==> config.mk <==
export PLATFORM = sky130hd
export DESIGN_NAME = smc_sleep_ctrl
export DESIGN_NICKNAME = d
export VERILOG_FILES = /design/src/common/smc_pkg.sv /design/src/logic/smc_sleep_ctrl.sv
export SDC_FILE = /design/constraint.sdc
export NUM_CORES = 1
export LEC_CHECK = 0
export ABC_AREA = 1
export BUFFER_PORTS_ARGS = -buffer_cell sky130_fd_sc_hd__buf_2
export CAP_MARGIN = 25
export CORE_MARGIN = 2
export CORE_UTILIZATION = 40
export CTS_BUF_LIST = sky130_fd_sc_hd__clkbuf_2
export CTS_CLUSTER_SIZE = 16
export DETAILED_ROUTE_END_ITERATION = 16
export MAX_ROUTING_LAYER = met4
export PLACE_DENSITY = 0.77
export SLEW_MARGIN = 10
export SYNTH_ARGS = -nofsm -noshare
export SYNTH_HDL_FRONTEND = slang
export SYNTH_SLANG_ARGS = --single-unit
==> constraint.sdc <==
create_clock -name ref_clk -period 4.7 [get_ports ref_clk]
set_clock_uncertainty 0.2 [all_clocks]
set_input_delay 0 -clock ref_clk [delete_from_list [all_inputs] [get_ports ref_clk]]
set_output_delay 0 -clock ref_clk [all_outputs]
set_load 0.01 [all_outputs]
==> src/common/smc_pkg.sv <==
// Package for the sleep mode controller: register map, fields, timing
package smc_pkg;

	// Register map, byte addresses on the Wishbone bus
	localparam logic [3:0] SMC_ADDR_CTRL = 4'h0;
	localparam logic [3:0] SMC_ADDR_STAT = 4'h4;

	// Control register fields
	localparam int SMC_SE_BIT = 5;
	localparam int SMC_SM_LSB = 2;
	localparam logic [7:0] SMC_CTRL_RST = 8'h00;

	// Timing in main clock cycles
	localparam logic [3:0] SMC_INT_STALL = 4'h4;
	localparam logic [3:0] SMC_STBY_WAKE = 4'h6;
	localparam logic [15:0] SMC_STARTUP_DFLT = 16'h0006;

	// Sleep mode codes
	typedef enum logic [2:0] {
		SMC_IDLE = 3'b000,
		SMC_NOISE = 3'b001,
		SMC_PDOWN = 3'b010,
		SMC_PSAVE = 3'b011,
		SMC_RSV4 = 3'b100,
		SMC_RSV5 = 3'b101,
		SMC_STBY = 3'b110,
		SMC_XSTBY = 3'b111
	} smc_mode_t;

	// Controller states
	typedef enum logic [1:0] {
		SMC_RUN = 2'b00,
		SMC_SLEEP = 2'b01,
		SMC_START = 2'b10,
		SMC_STALL = 2'b11
	} smc_state_t;

	// Wake-up sources
	typedef struct packed {
		logic adc_done;
		logic twi_match;
		logic timer0;
		logic spm_ready;
		logic other_io;
		logic [3:0] upper_ext_interrupts;
		logic [3:0] upper_level;
		logic [3:0] lower_ext_interrupts;
	} smc_wake_t;

	// Gated clock enables
	typedef struct packed {
		logic core_clock;
		logic program_memory_clock;
		logic io_clock;
		logic converter_clock;
		logic async_clock;
		logic main_osc;
		logic timer_osc;
	} smc_clk_t;

endpackage

==> src/logic/smc_sleep_ctrl.sv <==
// Sleep mode controller with Wishbone control register
// Overview of operation
// - Sleep only when sleep_enable is set
// - Three-bit code selects six modes
// - Standby modes need crystal clock option
// - Idle stops core, program clocks, timer osc unless timer0 async
// - Idle wakes on any enabled interrupt
// - Converter starts on idle, noise entry
// - Noise mode stops io, core, program
// - Noise mode wake sources restricted
// - Power-down stops oscillator, generated clocks
// - Power-down wake sources restricted
// - Power-down start-up delay from fuses
// - Power-save keeps async timer0 waking
// - Power-save without async timer undefined
// - Standby keeps oscillator, wakes six cycles
// - Extended standby keeps oscillator, six cycles
// - Clock and wake table per mode
// - Interrupt wake stalls four extra cycles
// - Reset during sleep restarts from vector
//
// Local design decisions: the Wishbone slave port and the address map.
module smc_sleep_ctrl
(
	// Clock, reset, enable
	input wire logic ref_clk,
	input wire logic rst,
	input wire logic clk_en,
	// Wishbone slave
	input wire logic wb_cyc_i,
	input wire logic wb_stb_i,
	input wire logic wb_we_i,
	input wire logic [3:0] wb_adr_i,
	input wire logic [3:0] wb_sel_i,
	input wire logic [31:0] wb_dat_i,
	output logic [31:0] wb_dat_o,
	output logic wb_ack_o,
	// Core and sources
	input wire logic sleep_instr,
	input wire logic sleep_reset,
	input wire logic global_int_en,
	input wire logic timer0_async_clocking,
	input wire logic crystal_selected,
	input wire logic adc_enabled,
	input wire logic [15:0] startup_cycles,
	input wire smc_pkg::smc_wake_t wake_src,
	// Gated domains and events
	output smc_pkg::smc_clk_t clk_gate,
	output logic adc_start,
	output logic int_wake,
	output logic reset_wake,
	output logic async_undefined
);
	import smc_pkg::*;

	logic [7:0] ctrl_r;
	smc_state_t state_r;
	smc_mode_t mode_r;
	logic [15:0] cnt_r;
	logic by_int_r;
	smc_mode_t code;
	logic mode_ok;
	logic go_sleep;
	logic wake_any;
	logic wake_rst;
	logic wb_hit;
	smc_clk_t gate_nxt;

	assign code = smc_mode_t'(ctrl_r[SMC_SM_LSB+2:SMC_SM_LSB]);
	assign wb_hit = wb_cyc_i && wb_stb_i && !wb_ack_o;

	always_comb
	begin
		unique case (code)
			SMC_IDLE, SMC_NOISE, SMC_PDOWN, SMC_PSAVE: mode_ok = 1'b1;
			SMC_STBY, SMC_XSTBY: mode_ok = crystal_selected;
			SMC_RSV4, SMC_RSV5: mode_ok = 1'b0;
		endcase
	end

	assign go_sleep = sleep_instr && ctrl_r[SMC_SE_BIT] && mode_ok;

	assign wake_rst = sleep_reset;

	always_comb
	begin
		wake_any = |wake_src.lower_ext_interrupts
			|| |(wake_src.upper_level) || wake_src.twi_match;
		unique case (mode_r)
			SMC_IDLE: wake_any = wake_any || wake_src.adc_done
				|| wake_src.timer0 || wake_src.spm_ready
				|| wake_src.other_io
				|| |wake_src.upper_ext_interrupts;
			SMC_NOISE: wake_any = wake_any || wake_src.adc_done
				|| wake_src.timer0 || wake_src.spm_ready;
			SMC_PSAVE, SMC_XSTBY: wake_any = wake_any
				|| (wake_src.timer0 && timer0_async_clocking
				&& global_int_en);
			default: wake_any = wake_any;
		endcase
	end

	// Wishbone register access, one wait-state ack
	always_ff @(posedge ref_clk)
	begin
		if (rst)
		begin
			ctrl_r <= SMC_CTRL_RST;
			wb_ack_o <= 1'b0;
			wb_dat_o <= 32'h0;
		end
		else if (clk_en)
		begin
			wb_ack_o <= wb_hit;
			if (wb_hit && wb_we_i && wb_adr_i == SMC_ADDR_CTRL
				&& wb_sel_i[0])
				ctrl_r <= wb_dat_i[7:0];
			if (wb_hit && !wb_we_i)
			begin
				unique case (wb_adr_i)
					SMC_ADDR_CTRL: wb_dat_o <= {24'h0, ctrl_r};
					SMC_ADDR_STAT: wb_dat_o <= {27'h0, mode_r, state_r};
					default: wb_dat_o <= 32'h0;
				endcase
			end
		end
	end

	// Sleep sequencer
	always_ff @(posedge ref_clk)
	begin
		if (rst)
		begin
			state_r <= SMC_RUN;
			mode_r <= SMC_IDLE;
			cnt_r <= 16'h0;
			by_int_r <= 1'b0;
			int_wake <= 1'b0;
			reset_wake <= 1'b0;
		end
		else if (clk_en)
		begin
			int_wake <= 1'b0;
			reset_wake <= 1'b0;
			unique case (state_r)
				SMC_RUN:
					if (go_sleep)
					begin
						state_r <= SMC_SLEEP;
						mode_r <= code;
					end
				SMC_SLEEP:
					if (wake_rst)
					begin
						reset_wake <= 1'b1;
						state_r <= SMC_RUN;
					end
					else if (wake_any)
					begin
						by_int_r <= 1'b1;
						state_r <= SMC_START;
						unique case (mode_r)
							SMC_PDOWN, SMC_PSAVE:
								cnt_r <= startup_cycles;
							SMC_STBY, SMC_XSTBY:
								cnt_r <= {12'h0, SMC_STBY_WAKE};
							default: cnt_r <= 16'h0;
						endcase
					end
				SMC_START:
					if (cnt_r <= 16'h1)
					begin
						state_r <= SMC_STALL;
						cnt_r <= {12'h0, SMC_INT_STALL};
					end
					else
						cnt_r <= cnt_r - 16'h1;
				SMC_STALL:
					if (cnt_r <= 16'h1)
					begin
						state_r <= SMC_RUN;
						int_wake <= by_int_r;
						by_int_r <= 1'b0;
					end
					else
						cnt_r <= cnt_r - 16'h1;
			endcase
			if (wake_rst && state_r != SMC_SLEEP && state_r != SMC_RUN)
			begin
				state_r <= SMC_RUN;
				reset_wake <= 1'b1;
				// No handler run after a reset
				by_int_r <= 1'b0;
			end
		end
	end

	always_comb
	begin
		gate_nxt = '1;
		if (state_r == SMC_SLEEP)
		begin
			gate_nxt.core_clock = 1'b0;
			gate_nxt.program_memory_clock = 1'b0;
			gate_nxt.timer_osc = timer0_async_clocking;
			unique case (mode_r)
				SMC_IDLE: ;
				SMC_NOISE: gate_nxt.io_clock = 1'b0;
				SMC_PDOWN, SMC_STBY:
				begin
					gate_nxt.io_clock = 1'b0;
					gate_nxt.converter_clock = 1'b0;
					gate_nxt.async_clock = 1'b0;
					gate_nxt.timer_osc = 1'b0;
					gate_nxt.main_osc = (mode_r == SMC_STBY);
				end
				default:
				begin
					gate_nxt.io_clock = 1'b0;
					gate_nxt.converter_clock = 1'b0;
					gate_nxt.async_clock = timer0_async_clocking;
					gate_nxt.main_osc = (mode_r == SMC_XSTBY);
				end
			endcase
		end
		else if (state_r == SMC_START || state_r == SMC_STALL)
		begin
			// core held in stall
			// Oscillators settle while the core waits
			gate_nxt.core_clock = 1'b0;
			gate_nxt.program_memory_clock = 1'b0;
		end
	end

	always_ff @(posedge ref_clk)
	begin
		if (rst)
		begin
			clk_gate <= '1;
			adc_start <= 1'b0;
			async_undefined <= 1'b0;
		end
		else if (clk_en)
		begin
			clk_gate <= gate_nxt;
			adc_start <= go_sleep && state_r == SMC_RUN && adc_enabled
				&& (code == SMC_IDLE || code == SMC_NOISE);
			if (state_r == SMC_STALL && mode_r == SMC_PSAVE
				&& !timer0_async_clocking)
				async_undefined <= 1'b1;
			else if (go_sleep)
				async_undefined <= 1'b0;
		end
	end
endmodule

# Word-level counts from Yosys, hierarchy flattened
# Cells that the tools add are included.
[classes]
n_reduce_logical = 56
eq_ne = 26
mux = 34
addsub = 1
magnitude_cmp = 1
[ops]
columns = ["cell", "count"]
rows = [
  ["$mux 16", 4],
  ["$pmux 16 s3", 1],
  ["$pmux 16 s2", 1],
  ["$eq 3x3->1 const B", 6],
  ["$logic_and 1x1->1", 17],
  ["$le 16x1->1 const B", 1],
  ["$mux 2", 8],
  ["$pmux 8 s2", 1],
  ["$reduce_or 4->1", 4],
  ["$sub 16x1->16 const B", 1],
  ["$ne 3x3->1 const B", 5],
  ["$reduce_and 5->1", 3],
  ["$reduce_or 2->1", 7],
  ["$mux 1", 13],
  ["$eq 3x2->1 const B", 4],
  ["$logic_or 1x1->1", 10],
  ["$pmux 2 s4", 1],
  ["$eq 3x1->1 const B", 2],
  ["$logic_not 3->1", 2],
  ["$ne 2x2->1 const B", 3],
  ["$pmux 1 s3", 2],
  ["$pmux 3 s2", 1],
  ["$reduce_and 2->1", 3],
  ["$reduce_bool 3->1", 2],
  ["other kinds (12)", 16],
]
[totals]
in_bits = 85
out_inout_bits = 44
wordCells = 136
ff_bits = 74

# Longest topological paths before layout
[depth]
depth_word = 13
depth_mapped = 13
ltp_nobuf = 12

# Worst setup path after synthesis
# No wires, ideal clock.
[synth_path]
kind = "flip-flop to flip-flop"
from = "register state_r[0]"
to = "register cnt_r[15]"
arrival_ns = 1.658
path_buffers = 1
path_slack_ns = 2.778
required_ns = 4.436
setup_time_ns = 0.064
period_less_slack_ns = 1.922
stages_incl_launch_ff = 13
cell_sequence = "dfxtp_1 > inv_1 > ha_1 > inv_1 > nand2_1 > nor2_1 > nand2_1 > inv_1 > buf_2 > nand2_1 > o21ai_0 > nor2_1 > nor2_1"
[synth_via]
elab_chain_cells = 3
elab_cells_between_ends = 9
[synth_rtl]
columns = ["item", "line", "source"]
rows = [
  ["start: declaration", "smc_sleep_ctrl.sv:57", "smc_state_t state_r;"],
  ["start signal: assignment", "smc_sleep_ctrl.sv:134", "state_r <= SMC_RUN;"],
  ["start signal: assignment", "smc_sleep_ctrl.sv:149", "state_r <= SMC_SLEEP;"],
  ["start signal: assignment", "smc_sleep_ctrl.sv:156", "state_r <= SMC_RUN;"],
  ["$eq 2x2->1 / $eq 2x1->1 (equally long branches)", "smc_sleep_ctrl.sv:145", "unique case (state_r)"],
  ["$ne 2x2->1 (no line) / $reduce_bool 3->1 (equally long branches)", "--", ""],
  ["$reduce_and 5->1 (no line)", "--", ""],
  ["end signal: assignment", "smc_sleep_ctrl.sv:164", "cnt_r <= startup_cycles;"],
  ["end signal: assignment", "smc_sleep_ctrl.sv:166", "cnt_r <= {12'h0, SMC_STBY_WAKE};"],
  ["end signal: assignment", "smc_sleep_ctrl.sv:174", "cnt_r <= {12'h0, SMC_INT_STALL};"],
  ["end: declaration", "smc_sleep_ctrl.sv:59", "logic [15:0] cnt_r;"],
]
# Parallel ways exist; a longest one is shown, timed or not.
# A chain may end at the register's enable or synchronous reset.

# Worst setup path after layout
[layout_path]
from = "register mode_r[2]"
to = "register cnt_r[2]"
[layout_via]
elab_chain_cells = 6
elab_cells_between_ends = 16
[layout_rtl]
columns = ["item", "line", "source"]
rows = [
  ["start: declaration", "smc_sleep_ctrl.sv:58", "smc_mode_t mode_r;"],
  ["start signal: assignment", "smc_sleep_ctrl.sv:150", "mode_r <= code;"],
  ["$eq 3x3->1, or another cell as far along", "smc_sleep_ctrl.sv:162", "unique case (mode_r)"],
  ["$reduce_or 2->1", "smc_sleep_ctrl.sv:162", ""],
  ["$pmux 16 s2", "smc_sleep_ctrl.sv:162", ""],
  ["$mux 16", "smc_sleep_ctrl.sv:158", "else if (wake_any)"],
  ["$mux 16", "smc_sleep_ctrl.sv:153", "if (wake_rst)"],
  ["$pmux 16 s3", "smc_sleep_ctrl.sv:145", ""],
]
# Parallel ways exist; a longest one is shown, timed or not. The select of a mux whose other input is x is not followed.

==> results.cfg <==
[global_routing]
grt_pass1_vias = 3427
overflow = 0
grt_pass1_wl_um = 14900
grt_start_max_net_pins = 31
antenna_found_initial = 0
grt.total_usage_pct = 21.8

[critical_path]
cp_cell_sequence = nor2_2 > inv_2 > o21ai_1 > nand2_1 > dlygate4sd3_1 > nand4_1 > nand2_1 > nor2_1 > nand2_1 > dlygate4sd3_1 > nand2_1 > nor2_1 > dlygate4sd3_1
timing.rr.end = cnt_r[2]$_SDFFE_PP0P_
rrSetupSlack_ns = 1.40
crit_path_frequent_cell = nand2_1
cp-end-kind = flop
cpPeakStageDelay_ns = 0.57
arrival_ns = 3.46
path_class = flop to flop
worstPathRequired_ns = 4.86
start_kind = flop
cp_slowest_cell = dlygate4sd3_1
rr_startpoint = mode_r[2]$_SDFFE_PP0P_
crit_fanout = 7
ff2ff_path_depth = 13

[power_and_ir_drop]
clkPwrFrac_pct = 26.6
seq_power_share_pct = 59.7
p_int_mw = 0.508
power_density_mw_per_mm2 = 172
p_switching_mw = 0.200
leakagePower_nw = 2.09
ir_worst_vdd_uv = 120
power_frac_comb_pct = 13.7
swShare_pct = 28.2

[sta]
tns_ns = 0
relSlewSlack_pct = 34.0
max_freq_ghz = 0.303
setup_ws_ns = 1.40
slew_viol_final = 0
tightest_slew_ns = 0.989
hold_viol_final = 0
setup_viol_count_final = 0
fin_crit_sh_pct = 70.1
period_needed_ns = 3.30
rsz0062_at_grt = no

[die]
die_h_um = 91.6
core_area_sq_mm = 0.00733
num_rows = 31
die-area_sq_mm = 0.00839
initial_utilization_pct = 41.9
chipWidth_um = 91.6
io_pins = 129

[run_status]
status = finished clean

[detailed_routing]
route.detailed.wl_per_inst_um = 11.9
drt_drc_violations_left = 0
drt.antenna.violating_nets = 0
routed_wl_um = 8590
drt_iter0_drc = 154
viasPerCell = 4.82
drt_pre_antenna_iters = 4
vias = 3478

[cells_and_area]
nets = 714
area_delta_synth_final_pct = 34.5
multiInputGateArea_sq_mm = 0.00171
stdcell_count = 722
fill_cells = 708
antenna_cells = 0
drive_above_1_share_pct = 16.1
layout.area.seq_sq_um = 981

[placed_design]
dpl.cell_count = 646
post-place-ws_ns = 2.25
dp_hpwl_um = 5550
port_buffers = 77
gp_congestion = 0.913

[synth]
yosys-top-cells-area = dfxtp_1 (32%), nand2_1 (17%), nor2_1 (9.2%), buf_4 (6.6%), inv_1 (6.0%)
synth_edf_count = 0
syn_area_sq_mm = 0.00307
synth_most_common_cell = nand2_1
synth.ff_latch_count = 49
ys_top_cells_by_count = nand2_1 (138), nor2_1 (75), dfxtp_1 (49), inv_1 (49), o21ai_0 (30)
synth_cell_types = 32
synth.avg_cell_area_sq_um = 6.34
yosysTopAreaCellShare_pct = 32.0
ys_warn_count = 0
synth_largest_area_cell = dfxtp_1
synth_ff_type = dfxtp_1
async_flop_share_pct = 0
synthCells = 484
ys_seq_area_share_pct = 32.0

[clock_tree]
post_cts_buffers = 0
htreeDepth = 2
cts_inserted_buffers = 5
root_buffer = clkbuf_2
cts_tree = yes
clk_pin_slew_ns = 0.27
clock-sinks = 49
clockBufferDepth = 2
insertion_delay_ns = 0.46

[worst_hold_path]
hp-start = wake_src[10]
hold_depth = 8
hold-path-endpoint = by_int_r$_SDFFE_PP0P_
hold_path_class = input pin to flop

[job]
maxCapViolCount = 0
[worst max-delay path, delay by kind of cell (launching register included)]
family                 cells  cell delay, ns
buffers and inverters      4            1.74
flip-flops                 1            0.46
AND/OR/NAND/NOR            8            0.78
AO/OA/AOI/OAI              1            0.07
[flip-flops by register name, indices dropped and copies added (netlist names), 2 cells and up]
signal    flops
ctrl_r        8
state_r       2
clk_gate      6
mode_r        3
wb_dat_o      8
cnt_r        16
[final cells by class]
type	instances	share of cell area, %
Multi-Input combinational cell	369	41.5
Inverter	52	4.73
Sequential cell	49	23.8
Tap cell	99	3.00
Clock inverter	3	0.515
Clock buffer	5	0.606
Timing Repair Buffer	145	25.8
[worst max path at each step]
stage,endpoint,start,cells past startpoint
3_3_place_gp,cnt_r[0]$_SDFFE_PP0P_,state_r[0]$_SDFFE_PP0P_,11
4_1_cts,cnt_r[2]$_SDFFE_PP0P_,mode_r[2]$_SDFFE_PP0P_,13
2_1_floorplan,cnt_r[15]$_SDFFE_PP0P_,state_r[0]$_SDFFE_PP0P_,12
6_report,cnt_r[2]$_SDFFE_PP0P_,mode_r[2]$_SDFFE_PP0P_,13
3_5_place_dp,cnt_r[5]$_SDFFE_PP0P_,state_r[0]$_SDFFE_PP0P_,11
5_1_grt,cnt_r[2]$_SDFFE_PP0P_,state_r[0]$_SDFFE_PP0P_,13
[metrics by stage]
stage | total power, mW | hold WS, ns | area, sq um | util, %
after floorplan | 0.480 | -0.0398 | 3150 | -
after global placement | 0.495 | 0.0742 | 3400 | 46.4
after detailed placement | 0.497 | 0.0758 | 3400 | 46.4
after CTS | 0.711 | 0.0176 | 4130 | 56.3
after global routing | 0.739 | 0.0802 | 4130 | 56.3
final | 0.708 | 0.0170 | 4130 | 56.3
[power by group through the flow]
stage | registers (mW) | logic (mW) | clock network (mW)
floorplan | 0.431 | 0.0488 | 0
global placement | 0.430 | 0.0653 | 0
detailed placement | 0.430 | 0.0668 | 0
CTS | 0.423 | 0.0938 | 0.194
global route | 0.424 | 0.107 | 0.208
finish | 0.423 | 0.0970 | 0.189
[logic make-up after synthesis]
kind of cell	share of synthesized area, %
simple gates	36.4
buf+inv	15.0
compound gates	11.7
flops	32.0
xor+xnor	2.00
fa+ha+maj	2.85
other cells	0.122
[placed cells by master (no fill, tap or decap)]
cell,n
a211oi_1,1
nand3b_1,1
clkinv_4,1
nor2_2,4
nand2_4,1
nand2_2,4
nor3_1,2
buf_2,77
nor3_4,1
a31oi_1,6
clkbuf_2,5
dlygate4sd3_1,68
clkinv_1,1
inv_6,1
xor2_1,7
nand4_1,11
nor2_4,1
o21ai_1,1
nand2_1,138
nand3_1,25
o211ai_1,1
nor2_1,75
o2111ai_1,1
dfxtp_1,49
inv_2,3
o21ai_0,30
inv_1,49
conb_1,24
nand3_2,1
or4_1,1
a21oi_1,25
ha_1,7
a21oi_4,1
[repair_timing]
item,4_1_cts,5_1_grt
gates resized for setup,0,0
hold buffers,68,0
endpoints found under the hold margin,49,0
setup endpoints to repair,0,0
[layer usage]
metal,GRT usage [%],up-vias,part of all wire (%)
met3,4.15,16,5.6
met5,-,-,0
met1,25.0,1574,43
met4,5.68,0,1.6
met2,38.7,126,50
li1,-,1762,-
Note: power is estimated with default switching activity, not from simulation.
